**src/logic/flash_rewrite_pkg.sv**
```systemverilog
// shared constants for the flash rewrite suspend control block
package flash_rewrite_pkg;
    // cpu clock rate in kHz
    localparam int unsigned CLK_KHZ = 125000;
    // suspend entry delay: 97 us plus 6 cpu clocks (longest, rounds down)
    localparam int unsigned SUSPEND_ENTRY_US = 97;
    localparam int unsigned SUSPEND_ENTRY_EXTRA = 6;
    localparam int unsigned SUSPEND_ENTRY_CYC =
        (SUSPEND_ENTRY_US * CLK_KHZ) / 1000 + SUSPEND_ENTRY_EXTRA;
    // restart delay: 3 us plus 4 cpu clocks (longest, rounds down)
    localparam int unsigned RESTART_US = 3;
    localparam int unsigned RESTART_EXTRA = 4;
    localparam int unsigned RESTART_CYC = (RESTART_US * CLK_KHZ) / 1000 + RESTART_EXTRA;
    // abort recovery period before interrupt handling may start
    localparam int unsigned ABORT_RECOVER_CYC = 16;
    // default operation lengths in cycles, shortened for simulation via parameters
    localparam int unsigned PROGRAM_CYC_DEF = 6250;
    localparam int unsigned ERASE_CYC_DEF = 50000;
    localparam int unsigned CNT_W = 32;
    // reset values of status bits
    localparam logic READY_RESET = 1'b1;
    localparam logic ERR_RESET = 1'b0;
    typedef enum logic [5:0] {
        ST_IDLE     = 6'b000001,
        ST_BUSY     = 6'b000010,
        ST_SUSP_ENT = 6'b000100,
        ST_SUSPEND  = 6'b001000,
        ST_RESUME   = 6'b010000,
        ST_ABORT    = 6'b100000
    } seq_state_e;
endpackage

```
**src/logic/protected_bit.sv**
```systemverilog
// protected control bit that only takes 1 after a 0-then-1 write pair
`timescale 1ns/1ps
module protected_bit (
    input wire logic clk_in,       // cpu clock
    input wire logic rst_n_in,     // sync reset, active low
    input wire logic wr_in,        // write strobe
    input wire logic wdata_in,     // written value
    input wire logic irq_in,       // interrupt taken, breaks the pair
    output logic bit_out           // current bit value
);
    typedef struct packed {
        logic armed;
        logic val;
    } pb_s;
    pb_s q, d;
    always_comb begin
        d = q;
        if (irq_in) begin
            d.armed = 1'b0;
        end
        if (wr_in) begin
            if (!wdata_in) begin
                d.val = 1'b0;
                d.armed = !irq_in;
            end else if (q.armed && !irq_in) begin
                d.val = 1'b1;
                d.armed = 1'b0;
            end else begin
                d.armed = 1'b0;
            end
        end
    end
    always_ff @(posedge clk_in) begin
        if (!rst_n_in) begin
            q <= '0;
        end else begin
            q <= d;
        end
    end
    assign bit_out = q.val;
endmodule

```
**src/logic/flash_rewrite_suspend_control.sv**
```systemverilog
// program/erase sequencer with suspend, restart and forced abort
// What this block does
// - priority interrupt aborts and resets flash
// - erase suspends within 97us plus six clocks
// - writing zero to erase request restarts
// - no erase suspend: interrupt waits for completion
// - program suspend enabled: suspend, zero restarts
// - no program suspend: interrupt waits for completion
// - protected bits need zero then one writes
// - restart within 3us plus four clocks
// - ready bit low while busy, high after
// - error flags block commands until cleared
`timescale 1ns/1ps
module flash_rewrite_suspend_control #(
    parameter int unsigned PROGRAM_CYC = flash_rewrite_pkg::PROGRAM_CYC_DEF,
    parameter int unsigned ERASE_CYC = flash_rewrite_pkg::ERASE_CYC_DEF,
    parameter int unsigned SUSPEND_ENTRY_CYC = flash_rewrite_pkg::SUSPEND_ENTRY_CYC
) (
    input wire logic CLOCK_IN,              // cpu clock, 125 MHz
    input wire logic RESETN_IN,             // sync reset, active low
    input wire logic PROGRAM_CMD_IN,        // pulse: start auto-programming
    input wire logic ERASE_CMD_IN,          // pulse: start auto-erasure
    input wire logic CLEAR_STATUS_IN,       // pulse: clear error flags
    input wire logic FAIL_IN,               // array reports failure at completion
    input wire logic ERASE_SUSP_EN_IN,      // erase suspend function enabled
    input wire logic PROG_SUSP_EN_IN,       // program suspend function enabled
    input wire logic MASKABLE_IRQ_IN,       // maskable interrupt request level
    input wire logic PRIORITY_IRQ_IN,       // pulse: watchdog/osc-stop/voltage irq taken
    input wire logic SUSP_WR_IN,            // write strobe to suspend control reg
    input wire logic ERASE_SUSP_REQ_IN,     // erase suspend request bit value
    input wire logic PROG_SUSP_REQ_IN,      // program suspend request bit value
    input wire logic MODE_SEL_WR_IN,        // write strobe, mode select bit
    input wire logic REWRITE_DIS_WR_IN,     // write strobe, rewrite disable bit
    input wire logic MODE_AUX_WR_IN,        // write strobe, mode aux bit
    input wire logic PROT_WDATA_IN,         // data for protected bit writes
    output logic SEQUENCER_READY_OUT,       // 1 ready, 0 busy
    output logic PROGRAM_ERROR_OUT,         // program error flag
    output logic ERASE_ERROR_OUT,           // erase error flag
    output logic SUSPENDED_OUT,             // operation is suspended
    output logic IRQ_ACK_OUT,               // maskable interrupt may be serviced
    output logic FLASH_RESET_OUT,           // flash held in reset after abort
    output logic MODE_SEL_OUT,              // protected mode select bit
    output logic REWRITE_DIS_OUT,           // protected rewrite disable bit
    output logic MODE_AUX_OUT               // protected mode aux bit
);
    localparam int unsigned CW = flash_rewrite_pkg::CNT_W;

    typedef struct packed {
        flash_rewrite_pkg::seq_state_e st;
        logic is_erase;
        logic [CW-1:0] remain;
        logic [CW-1:0] timer;
        logic ready;
        logic prog_err;
        logic erase_err;
        logic suspended;
        logic irq_ack;
        logic flash_rst;
        logic esus_req;
        logic psus_req;
    } seq_s;

    seq_s q, d;
    logic mode_sel, rewrite_dis, mode_aux;

    function automatic logic [CW-1:0] to_cnt(input int unsigned v);
        to_cnt = CW'(v);
    endfunction

    // suspend allowed for the running operation kind
    function automatic logic susp_allowed(input logic is_erase, input logic esen,
                                          input logic psen);
        susp_allowed = is_erase ? esen : psen;
    endfunction

    protected_bit u_mode_sel (
        .clk_in(CLOCK_IN),
        .rst_n_in(RESETN_IN),
        .wr_in(MODE_SEL_WR_IN),
        .wdata_in(PROT_WDATA_IN),
        .irq_in(MASKABLE_IRQ_IN | PRIORITY_IRQ_IN),
        .bit_out(mode_sel)
    );
    protected_bit u_rewrite_dis (
        .clk_in(CLOCK_IN),
        .rst_n_in(RESETN_IN),
        .wr_in(REWRITE_DIS_WR_IN),
        .wdata_in(PROT_WDATA_IN),
        .irq_in(MASKABLE_IRQ_IN | PRIORITY_IRQ_IN),
        .bit_out(rewrite_dis)
    );
    protected_bit u_mode_aux (
        .clk_in(CLOCK_IN),
        .rst_n_in(RESETN_IN),
        .wr_in(MODE_AUX_WR_IN),
        .wdata_in(PROT_WDATA_IN),
        .irq_in(MASKABLE_IRQ_IN | PRIORITY_IRQ_IN),
        .bit_out(mode_aux)
    );

    always_comb begin
        d = q;
        if (SUSP_WR_IN) begin
            d.esus_req = ERASE_SUSP_REQ_IN;
            d.psus_req = PROG_SUSP_REQ_IN;
        end
        if (CLEAR_STATUS_IN) begin
            d.prog_err = 1'b0;
            d.erase_err = 1'b0;
        end
        // ack follows request while no busy operation holds it off
        d.irq_ack = MASKABLE_IRQ_IN;
        case (q.st)
            flash_rewrite_pkg::ST_IDLE: begin
                d.ready = 1'b1;
                d.flash_rst = 1'b0;
                d.suspended = 1'b0;
                if (PROGRAM_CMD_IN || ERASE_CMD_IN) begin
                    if (q.prog_err || q.erase_err || rewrite_dis) begin
                        // disabled rewrite is a command sequence error: both flags
                        if (rewrite_dis) begin
                            d.prog_err = 1'b1;
                            d.erase_err = 1'b1;
                        end
                    end else begin
                        d.st = flash_rewrite_pkg::ST_BUSY;
                        d.is_erase = ERASE_CMD_IN;
                        d.remain = to_cnt(ERASE_CMD_IN ? ERASE_CYC : PROGRAM_CYC);
                        d.timer = '0;
                        d.ready = 1'b0;
                        d.irq_ack = 1'b0;
                    end
                end
            end
            flash_rewrite_pkg::ST_BUSY: begin
                d.ready = 1'b0;
                d.remain = q.remain - 1'b1;
                d.irq_ack = 1'b0;
                if (q.remain <= to_cnt(1)) begin
                    d.st = flash_rewrite_pkg::ST_IDLE;
                    d.ready = 1'b1;
                    if (FAIL_IN) begin
                        if (q.is_erase) begin
                            d.erase_err = 1'b1;
                        end else begin
                            d.prog_err = 1'b1;
                        end
                    end
                end else if (MASKABLE_IRQ_IN &&
                             susp_allowed(q.is_erase, ERASE_SUSP_EN_IN, PROG_SUSP_EN_IN)) begin
                    d.st = flash_rewrite_pkg::ST_SUSP_ENT;
                    d.timer = '0;
                end
            end
            flash_rewrite_pkg::ST_SUSP_ENT: begin
                d.ready = 1'b0;
                d.irq_ack = 1'b0;
                d.timer = q.timer + 1'b1;
                if (q.timer >= to_cnt(SUSPEND_ENTRY_CYC - 2)) begin
                    d.st = flash_rewrite_pkg::ST_SUSPEND;
                    d.suspended = 1'b1;
                    d.irq_ack = MASKABLE_IRQ_IN;
                    // request bit reads set while suspended
                    if (q.is_erase) begin
                        d.esus_req = 1'b1;
                    end else begin
                        d.psus_req = 1'b1;
                    end
                end
            end
            flash_rewrite_pkg::ST_SUSPEND: begin
                d.ready = 1'b0;
                if (SUSP_WR_IN && !(q.is_erase ? ERASE_SUSP_REQ_IN : PROG_SUSP_REQ_IN)) begin
                    d.st = flash_rewrite_pkg::ST_RESUME;
                    d.timer = '0;
                end
            end
            flash_rewrite_pkg::ST_RESUME: begin
                d.ready = 1'b0;
                d.timer = q.timer + 1'b1;
                if (q.timer >= to_cnt(flash_rewrite_pkg::RESTART_CYC - 2)) begin
                    d.st = flash_rewrite_pkg::ST_BUSY;
                    d.suspended = 1'b0;
                    d.irq_ack = 1'b0;
                end
            end
            flash_rewrite_pkg::ST_ABORT: begin
                d.ready = 1'b0;
                d.irq_ack = 1'b0;
                d.timer = q.timer + 1'b1;
                if (q.timer >= to_cnt(flash_rewrite_pkg::ABORT_RECOVER_CYC - 1)) begin
                    d.st = flash_rewrite_pkg::ST_IDLE;
                    d.flash_rst = 1'b0;
                    d.ready = 1'b1;
                end
            end
            default: begin
                d.st = flash_rewrite_pkg::ST_IDLE;
            end
        endcase
        if (PRIORITY_IRQ_IN && q.st != flash_rewrite_pkg::ST_IDLE &&
            q.st != flash_rewrite_pkg::ST_ABORT) begin
            d.st = flash_rewrite_pkg::ST_ABORT;
            d.flash_rst = 1'b1;
            d.suspended = 1'b0;
            d.ready = 1'b0;
            d.irq_ack = 1'b0;
            d.timer = '0;
        end
    end

    always_ff @(posedge CLOCK_IN) begin
        if (!RESETN_IN) begin
            q <= '0;
            q.st <= flash_rewrite_pkg::ST_IDLE;
            q.ready <= flash_rewrite_pkg::READY_RESET;
            q.prog_err <= flash_rewrite_pkg::ERR_RESET;
            q.erase_err <= flash_rewrite_pkg::ERR_RESET;
        end else begin
            q <= d;
        end
    end

    // protected bits are already flip-flop outputs inside their module
    assign SEQUENCER_READY_OUT = q.ready;
    assign PROGRAM_ERROR_OUT = q.prog_err;
    assign ERASE_ERROR_OUT = q.erase_err;
    assign SUSPENDED_OUT = q.suspended;
    assign IRQ_ACK_OUT = q.irq_ack;
    assign FLASH_RESET_OUT = q.flash_rst;
    assign MODE_SEL_OUT = mode_sel;
    assign REWRITE_DIS_OUT = rewrite_dis;
    assign MODE_AUX_OUT = mode_aux;
endmodule

```
**config.mk**
```make
export PLATFORM = sky130hd
export DESIGN_NAME = flash_rewrite_suspend_control
export DESIGN_NICKNAME = d
export VERILOG_FILES = /design/src/logic/flash_rewrite_pkg.sv /design/src/logic/protected_bit.sv /design/src/logic/flash_rewrite_suspend_control.sv
export SDC_FILE = /design/constraint.sdc
export NUM_CORES = 1
export LEC_CHECK = 0
export BUFFER_PORTS_ARGS = -buffer_cell sky130_fd_sc_hd__buf_4
export CORE_MARGIN = 2
export CORE_UTILIZATION = 50
export DETAILED_ROUTE_END_ITERATION = 10
export GPL_TIMING_DRIVEN = 0
export PLACE_DENSITY = 0.67
export SLEW_MARGIN = 20
export SYNTH_ARGS = -nofsm -noshare
export SYNTH_HDL_FRONTEND = slang
export SYNTH_SLANG_ARGS = --single-unit
```
**constraint.sdc**
```tcl
create_clock -name CLOCK_IN -period 4.5 [get_ports CLOCK_IN]
set_input_delay 0.675 -clock CLOCK_IN [delete_from_list [all_inputs] [get_ports CLOCK_IN]]
set_output_delay 0.675 -clock CLOCK_IN [all_outputs]
set_load 0.01 [all_outputs]
```
Word-level counts from Yosys, hierarchy flattened
Cells that the tools add are included.
- bits in registers: 83
- input port bits: 17
- output and inout bits: 9
- word-level logic and storage cells: 133
- add/subtract/negate cells: 2
- order comparisons: 4
- equal/unequal tests: 27
- mux-type cells: 47
- bitwise gates (word level): 3
- reduce and logical (&&, ||, !) cells: 33
- operators by type and width (kind ; number):
    one-hot mux 33 bit (5 select lines) ; 1
    two-way mux 32 bit ; 3
    two-way mux 74 bit ; 1
    two-way mux 72 bit ; 1
    one-hot mux 32 bit (2 select lines) ; 1
    two-way mux 6 bit ; 7
    one-hot mux 6 bit (6 select lines) ; 1
    adder 32 x 1 -> 32 bit, second input constant ; 1
    >= comparator 32 x 14 -> 1 bit, second input constant ; 1
    >= comparator 32 x 4 -> 1 bit, second input constant ; 1
    >= comparator 32 x 9 -> 1 bit, second input constant ; 1
    less-or-equal comparator 32 x 1 -> 1 bit, second input constant ; 1
    subtractor 32 x 1 -> 32 bit, second input constant ; 1
    two-way mux 2 bit ; 12
    inequality test 3 bit, second input constant ; 7
    two-way mux 16 bit ; 1
    inequality test 2 bit, second input constant ; 8
    two-way mux 1 bit ; 14
    AND reduction 7 bit ; 2
    AND reduction 3 bit ; 3
    AND reduction 2 bit ; 4
    nonzero test 2 bit ; 4
    logical AND 1 bit ; 7
    equality test 6 x 1 -> 1 bit, second input constant ; 1
    other kinds (23) ; 32

Longest topological paths before layout
- word-level depth: 6
- gate-level depth with buffers: 10
- mapped depth without buffers: 8

Modules after synthesis
Synthesis repeated with hierarchy kept, for this count alone.
- cell total of the unflattened synthesis: 590
- area, all modules: 4569.4 µm²
- by module, submodules not included (module ; times used ; cells each ; area each (µm²) ; sequential area each (µm²)):
    flash_rewrite_suspend_control ; 1 ; 563 ; 4325.4 ; 1541.5
    protected_bit ; 3 ; 9 ; 81.3 ; 40.0

Worst setup path before layout
Ideal clock, no wire load.
- path type: reg2reg
- from: reg q[78] (netlist name)
- to: reg q[57] (netlist name)
- library setup time: 0.128 ns
- data arrival time: 2.067 ns
- path slack: 2.305 ns
- cell stages (with the launch flop): 9
- period minus slack after synthesis: 2.195 ns
- path through: dfxtp_1 -> buf_6 -> or2_4 -> or4_4 -> buf_6 -> a21o_1 -> or4_1 -> xor2_1 -> nor2_1
- cells in the longest elaborated chain, start to end: 3
- elaborated cells on any way between the ends: 7
- those cells by class: 4 x eq/ne; 1 x mux; 2 x reduce/logical
- ends and longest elaborated chain (element ; RTL line ; source):
    from (decl) ; flash_rewrite_suspend_control.sv:63 ; seq_s q, d;
    equality test 6 x 1 -> 1 bit / equality test 6 x 2 -> 1 bit (equally long branches) ; flash_rewrite_suspend_control.sv:113 ; case (q.st)
    inequality test 2 bit (no line) / nonzero test 2 bit (equally long branches) ; - ;
    AND reduction 3 bit (no line) ; - ;
Parallel ways exist; a longest one is shown, timed or not.
A chain may end at the register's enable or synchronous reset.

Worst setup path in the final report
- from: reg q[8] (netlist name)
- to: reg q[36] (netlist name)
- cells in the longest elaborated chain, start to end: 2
- ends and longest elaborated chain (element ; RTL line):
    adder 32 x 1 -> 32 bit ; flash_rewrite_suspend_control.sv:158, flash_rewrite_suspend_control.sv:180, flash_rewrite_suspend_control.sv:190
    one-hot mux 33 bit (5 select lines) ; flash_rewrite_suspend_control.sv:113
Every way passes these cells.

==> flow_summary.yaml <==
run_status:
  run_status: "finished, final reports clean"
power_and_ir_drop:
  vdd_ir_drop_max_mv: 0.304
  power-per-cell-area_mw_per_mm2: 572
  cellLeakagePower_uw: 0.00180
sta:
  fin_hold_ws_ns: 0.470
  report.final.setup_viol: 0
  max_freq_mhz: 387
  fin_crit_sh: 0.574
  fin_tns_setup_ns: 0
  timing.final.ws_setup_ns: 1.92
  timing_worst_slew_pin_value_ns: 1.04
  unrepaired_setup_endpoints_after_global_routing: "no"
  final_hold_viol_count: 0
  fin_crit_ns: 2.58
  finalMaxSlewViolations: 0
  worst_clock_skew_ns: 0.00796
  slew_headroom: 0.300
clock_network:
  clkSlewWorstSetupHoldPaths_ns: 0.08
  ctsLongestPathBuffers: 2
  cts_sinks: 83
  clock_tree_from_tritoncts: "done"
  worst_skew_pair.late_latency_ns: 0.36
  post_cts_repair_setup_buffers: 0
  ctsHoldBuffers: 0
  post_cts_resize_count: 0
  cts-root-buf: "clkbuf_8"
  htree_num_levels: 3
  cts_inserted_buffers: 9
worst_setup_path:
  cp_num_cells: 8
  worst_path_slowest_cell: "nor4_2"
  startpoint_type: "flop"
  worstSetupStartpoint: "q[8]"
  worst-endpoint-required_ns: 4.79
  rr_worst_depth: 8
  worst-setup-path-type: "flop to flop"
  critical_path_arrival_ns: 2.87
  cp_num_buf_inv: 1
  sequence_of_cells_on_the_critical_path: "ha_1 -> nand2_1 -> nor4_2 -> and4_1 -> buf_2 -> nand3_1 -> or3_1 -> a31oi_1"
  worstSetupEndpoint: "q[36]"
  worst_r2r_startpoint: "q[8]"
  cp_top_family: "simple AND/OR/NAND/NOR gates"
  end_kind: "flop"
  critical_path_peak_fanout: 7
  reg2reg_to: "q[36]"
  setup_slack_on_the_worst_flop_to_flop_path_ns: 1.92
  critPathMaxStageDelay_ns: 0.62
logic_synthesis:
  synth-compound-area-share: 0.221
  asyncSetResetFlopFracSynth: 0
  synth_area_leaders: "dfxtp_1 36%, nor2_1 5.9%, nand2_1 4.7%, a21oi_1 4.4%, o21ai_0 3.2%"
  most_frequent_cells_after_synthesis: "83 x dfxtp_1, 73 x nor2_1, 59 x nand2_1"
  yosys.area_share.xor_xnor: 0.0470
  synth.yosys.seq_area_share: 0.356
  synth_most_common_cell: "dfxtp_1"
  synth_top_cell_area_share: 0.356
  yosys_register_bits: 83
  synth_top_family_by_area: "simple AND/OR/NAND/NOR gates"
  synth_adder_area_share: 0.0134
  netlist_area_before_placement_mm2: 0.00466
  ys_warn_count: 0
  synth_ff_type: "dfxtp_1"
  synth_largest_area_cell: "dfxtp_1"
  netlist-cell-type-count: 67
  synth_fp_nets: 611
  mapped_avg_cell_area_um2: 7.92
  syn-instance-count: 589
  area_fraction_in_and_or_nand_and_nor_cells_after_synthesis: 0.312
  synthMuxAreaShare: 0.00456
  edff_count_synth: 0
flow_run:
  max_cap_viol_count: 0
routing:
  wl_per_cell_um: 16.6
  drc_errors: 0
  antenna_left: 0
  num_vias: 4604
  dr.first_iter.drc_count: 290
  avgViaCountPerCell: 6.23
  drt_first_pass_iters: 5
  finalWirelength_um: 12300
floorplan:
  floorplan.rows: 35
  die_height_um: 101
  die_area_mm2: 0.0101
  core_area_mm2: 0.00915
  top_level_ports: 26
  initial_utilization: 0.510
  floorplan.die.width_um: 101
finish:
  final_layout_size_suffix_gt1_frac: 0.118
  num-fill-cells: 863
  multi_input_comb_area_mm2: 0.00278
  regArea_mm2: 0.00166
  fin_nets: 646
  area_growth_pct: 10.8
  ant_diodes: 0
worst_hold_path:
  hold_class: "flop to flop"
  hold_depth: 2
placed_design:
  placement.setup.worst_slack_ns: 1.87
  gpl.final_weighted_congestion: 0.952
  io_buffers: 24
  dp.final_hpwl_um: 8990
grt:
  global_route.overflow_total: 0
  grt_start_max_net_pins: 14
  grt_first_pass_wirelength_um: 20700
  grt.total_usage: 0.255
  grt_pass1_vias: 4345
  antenna_found_initial: 0
-- metal layers --
layer | track usage | share of wire | routed length [um]
met5 | 0 | 0 | 0
met4 | 0.103 | 0.018 | 219
met3 | 0.0361 | 0.050 | 616
met2 | 0.405 | 0.47 | 5770
met1 | 0.349 | 0.46 | 5650
-- layout by cell type, fill, tap and decap left out, types with 11 or more instances in the layout --
cell      Yosys  final
dfxtp_1      83     83
nand4_1      12     12
or3_1        11     11
inv_1        13     13
nand3_1      26     26
clkbuf_1     21     22
o21ai_0      30     30
a21oi_1      41     41
xor2_1       16     16
nand2_1      59     59
nor3_1       13     13
nor4_1       13     13
nor2_1       73     73
a31oi_1      21     21
buf_4         2     26
or4_1        11     11
-- final cells by class --
| cell class | count | share of cell area |
|---|---|---|
| Clock inverter | 5 | 0.0107 |
| Clock buffer | 10 | 0.0247 |
| Timing Repair Buffer | 24 | 0.0349 |
| Inverter | 13 | 0.00945 |
| Tap cell | 111 | 0.0269 |
| Multi-Input combinational cell | 461 | 0.539 |
| Sequential cell | 83 | 0.322 |
| Buffer | 32 | 0.0327 |
-- worst min path at each step --
stage | from | to
6_report | q[49] | q[49]
5_1_grt | q[49] | q[49]
2_1_floorplan | q[49] | q[49]
4_1_cts | q[49] | q[49]
3_5_place_dp | q[49] | q[49]
3_3_place_gp | q[49] | q[49]
-- through the flow --
step                      area (um2)   util  instances  power, uW
after global routing            5160  0.564        739       3160
after detailed placement        4980  0.544        724       2410
after floorplan                 4660      -        589       2050
after global placement          4980  0.544        724       2390
after CTS                       5160  0.564        739       2950
final                           5160  0.564        739       2950
-- registers in the layout (all words and copies together) (netlist names) --
signal / count
u_mode_aux.q: 1
q: 71
IRQ_ACK_OUT: 1
FLASH_RESET_OUT: 1
u_rewrite_dis.q: 1
PROGRAM_ERROR_OUT: 1
ERASE_ERROR_OUT: 1
u_mode_sel.q: 1
u_mode_sel.bit_out: 1
SEQUENCER_READY_OUT: 1
u_mode_aux.bit_out: 1
SUSPENDED_OUT: 1
u_rewrite_dis.bit_out: 1
-- kinds of logic (layout without fill, tap and decap cells) --
family                     after synthesis  after routing
xor gates and xnor gates                25             25
muxes                                    2              2
AOI/OAI and AO/OA                      158            158
and+or+nand+nor                        271            271
buffers and inverters                   45             84
adders and majority gates                5              5
DFF                                     83             83
-- tightest hold or removal path, cell delays in order, from the launching register on --
cell     delay (ns)
dfxtp_1        0.33
inv_1          0.05
a21oi_1        0.05
-- where the power goes --
group	total, uW	leakage [uW]	switching, uW	internal (uW)
sequential	947	0.000673	104	843
combinational	1480	0.00104	956	527
clock	522	0.0000881	271	252
total	2950	0.00180	1330	1620
Power figures use the tool's default switching activity.
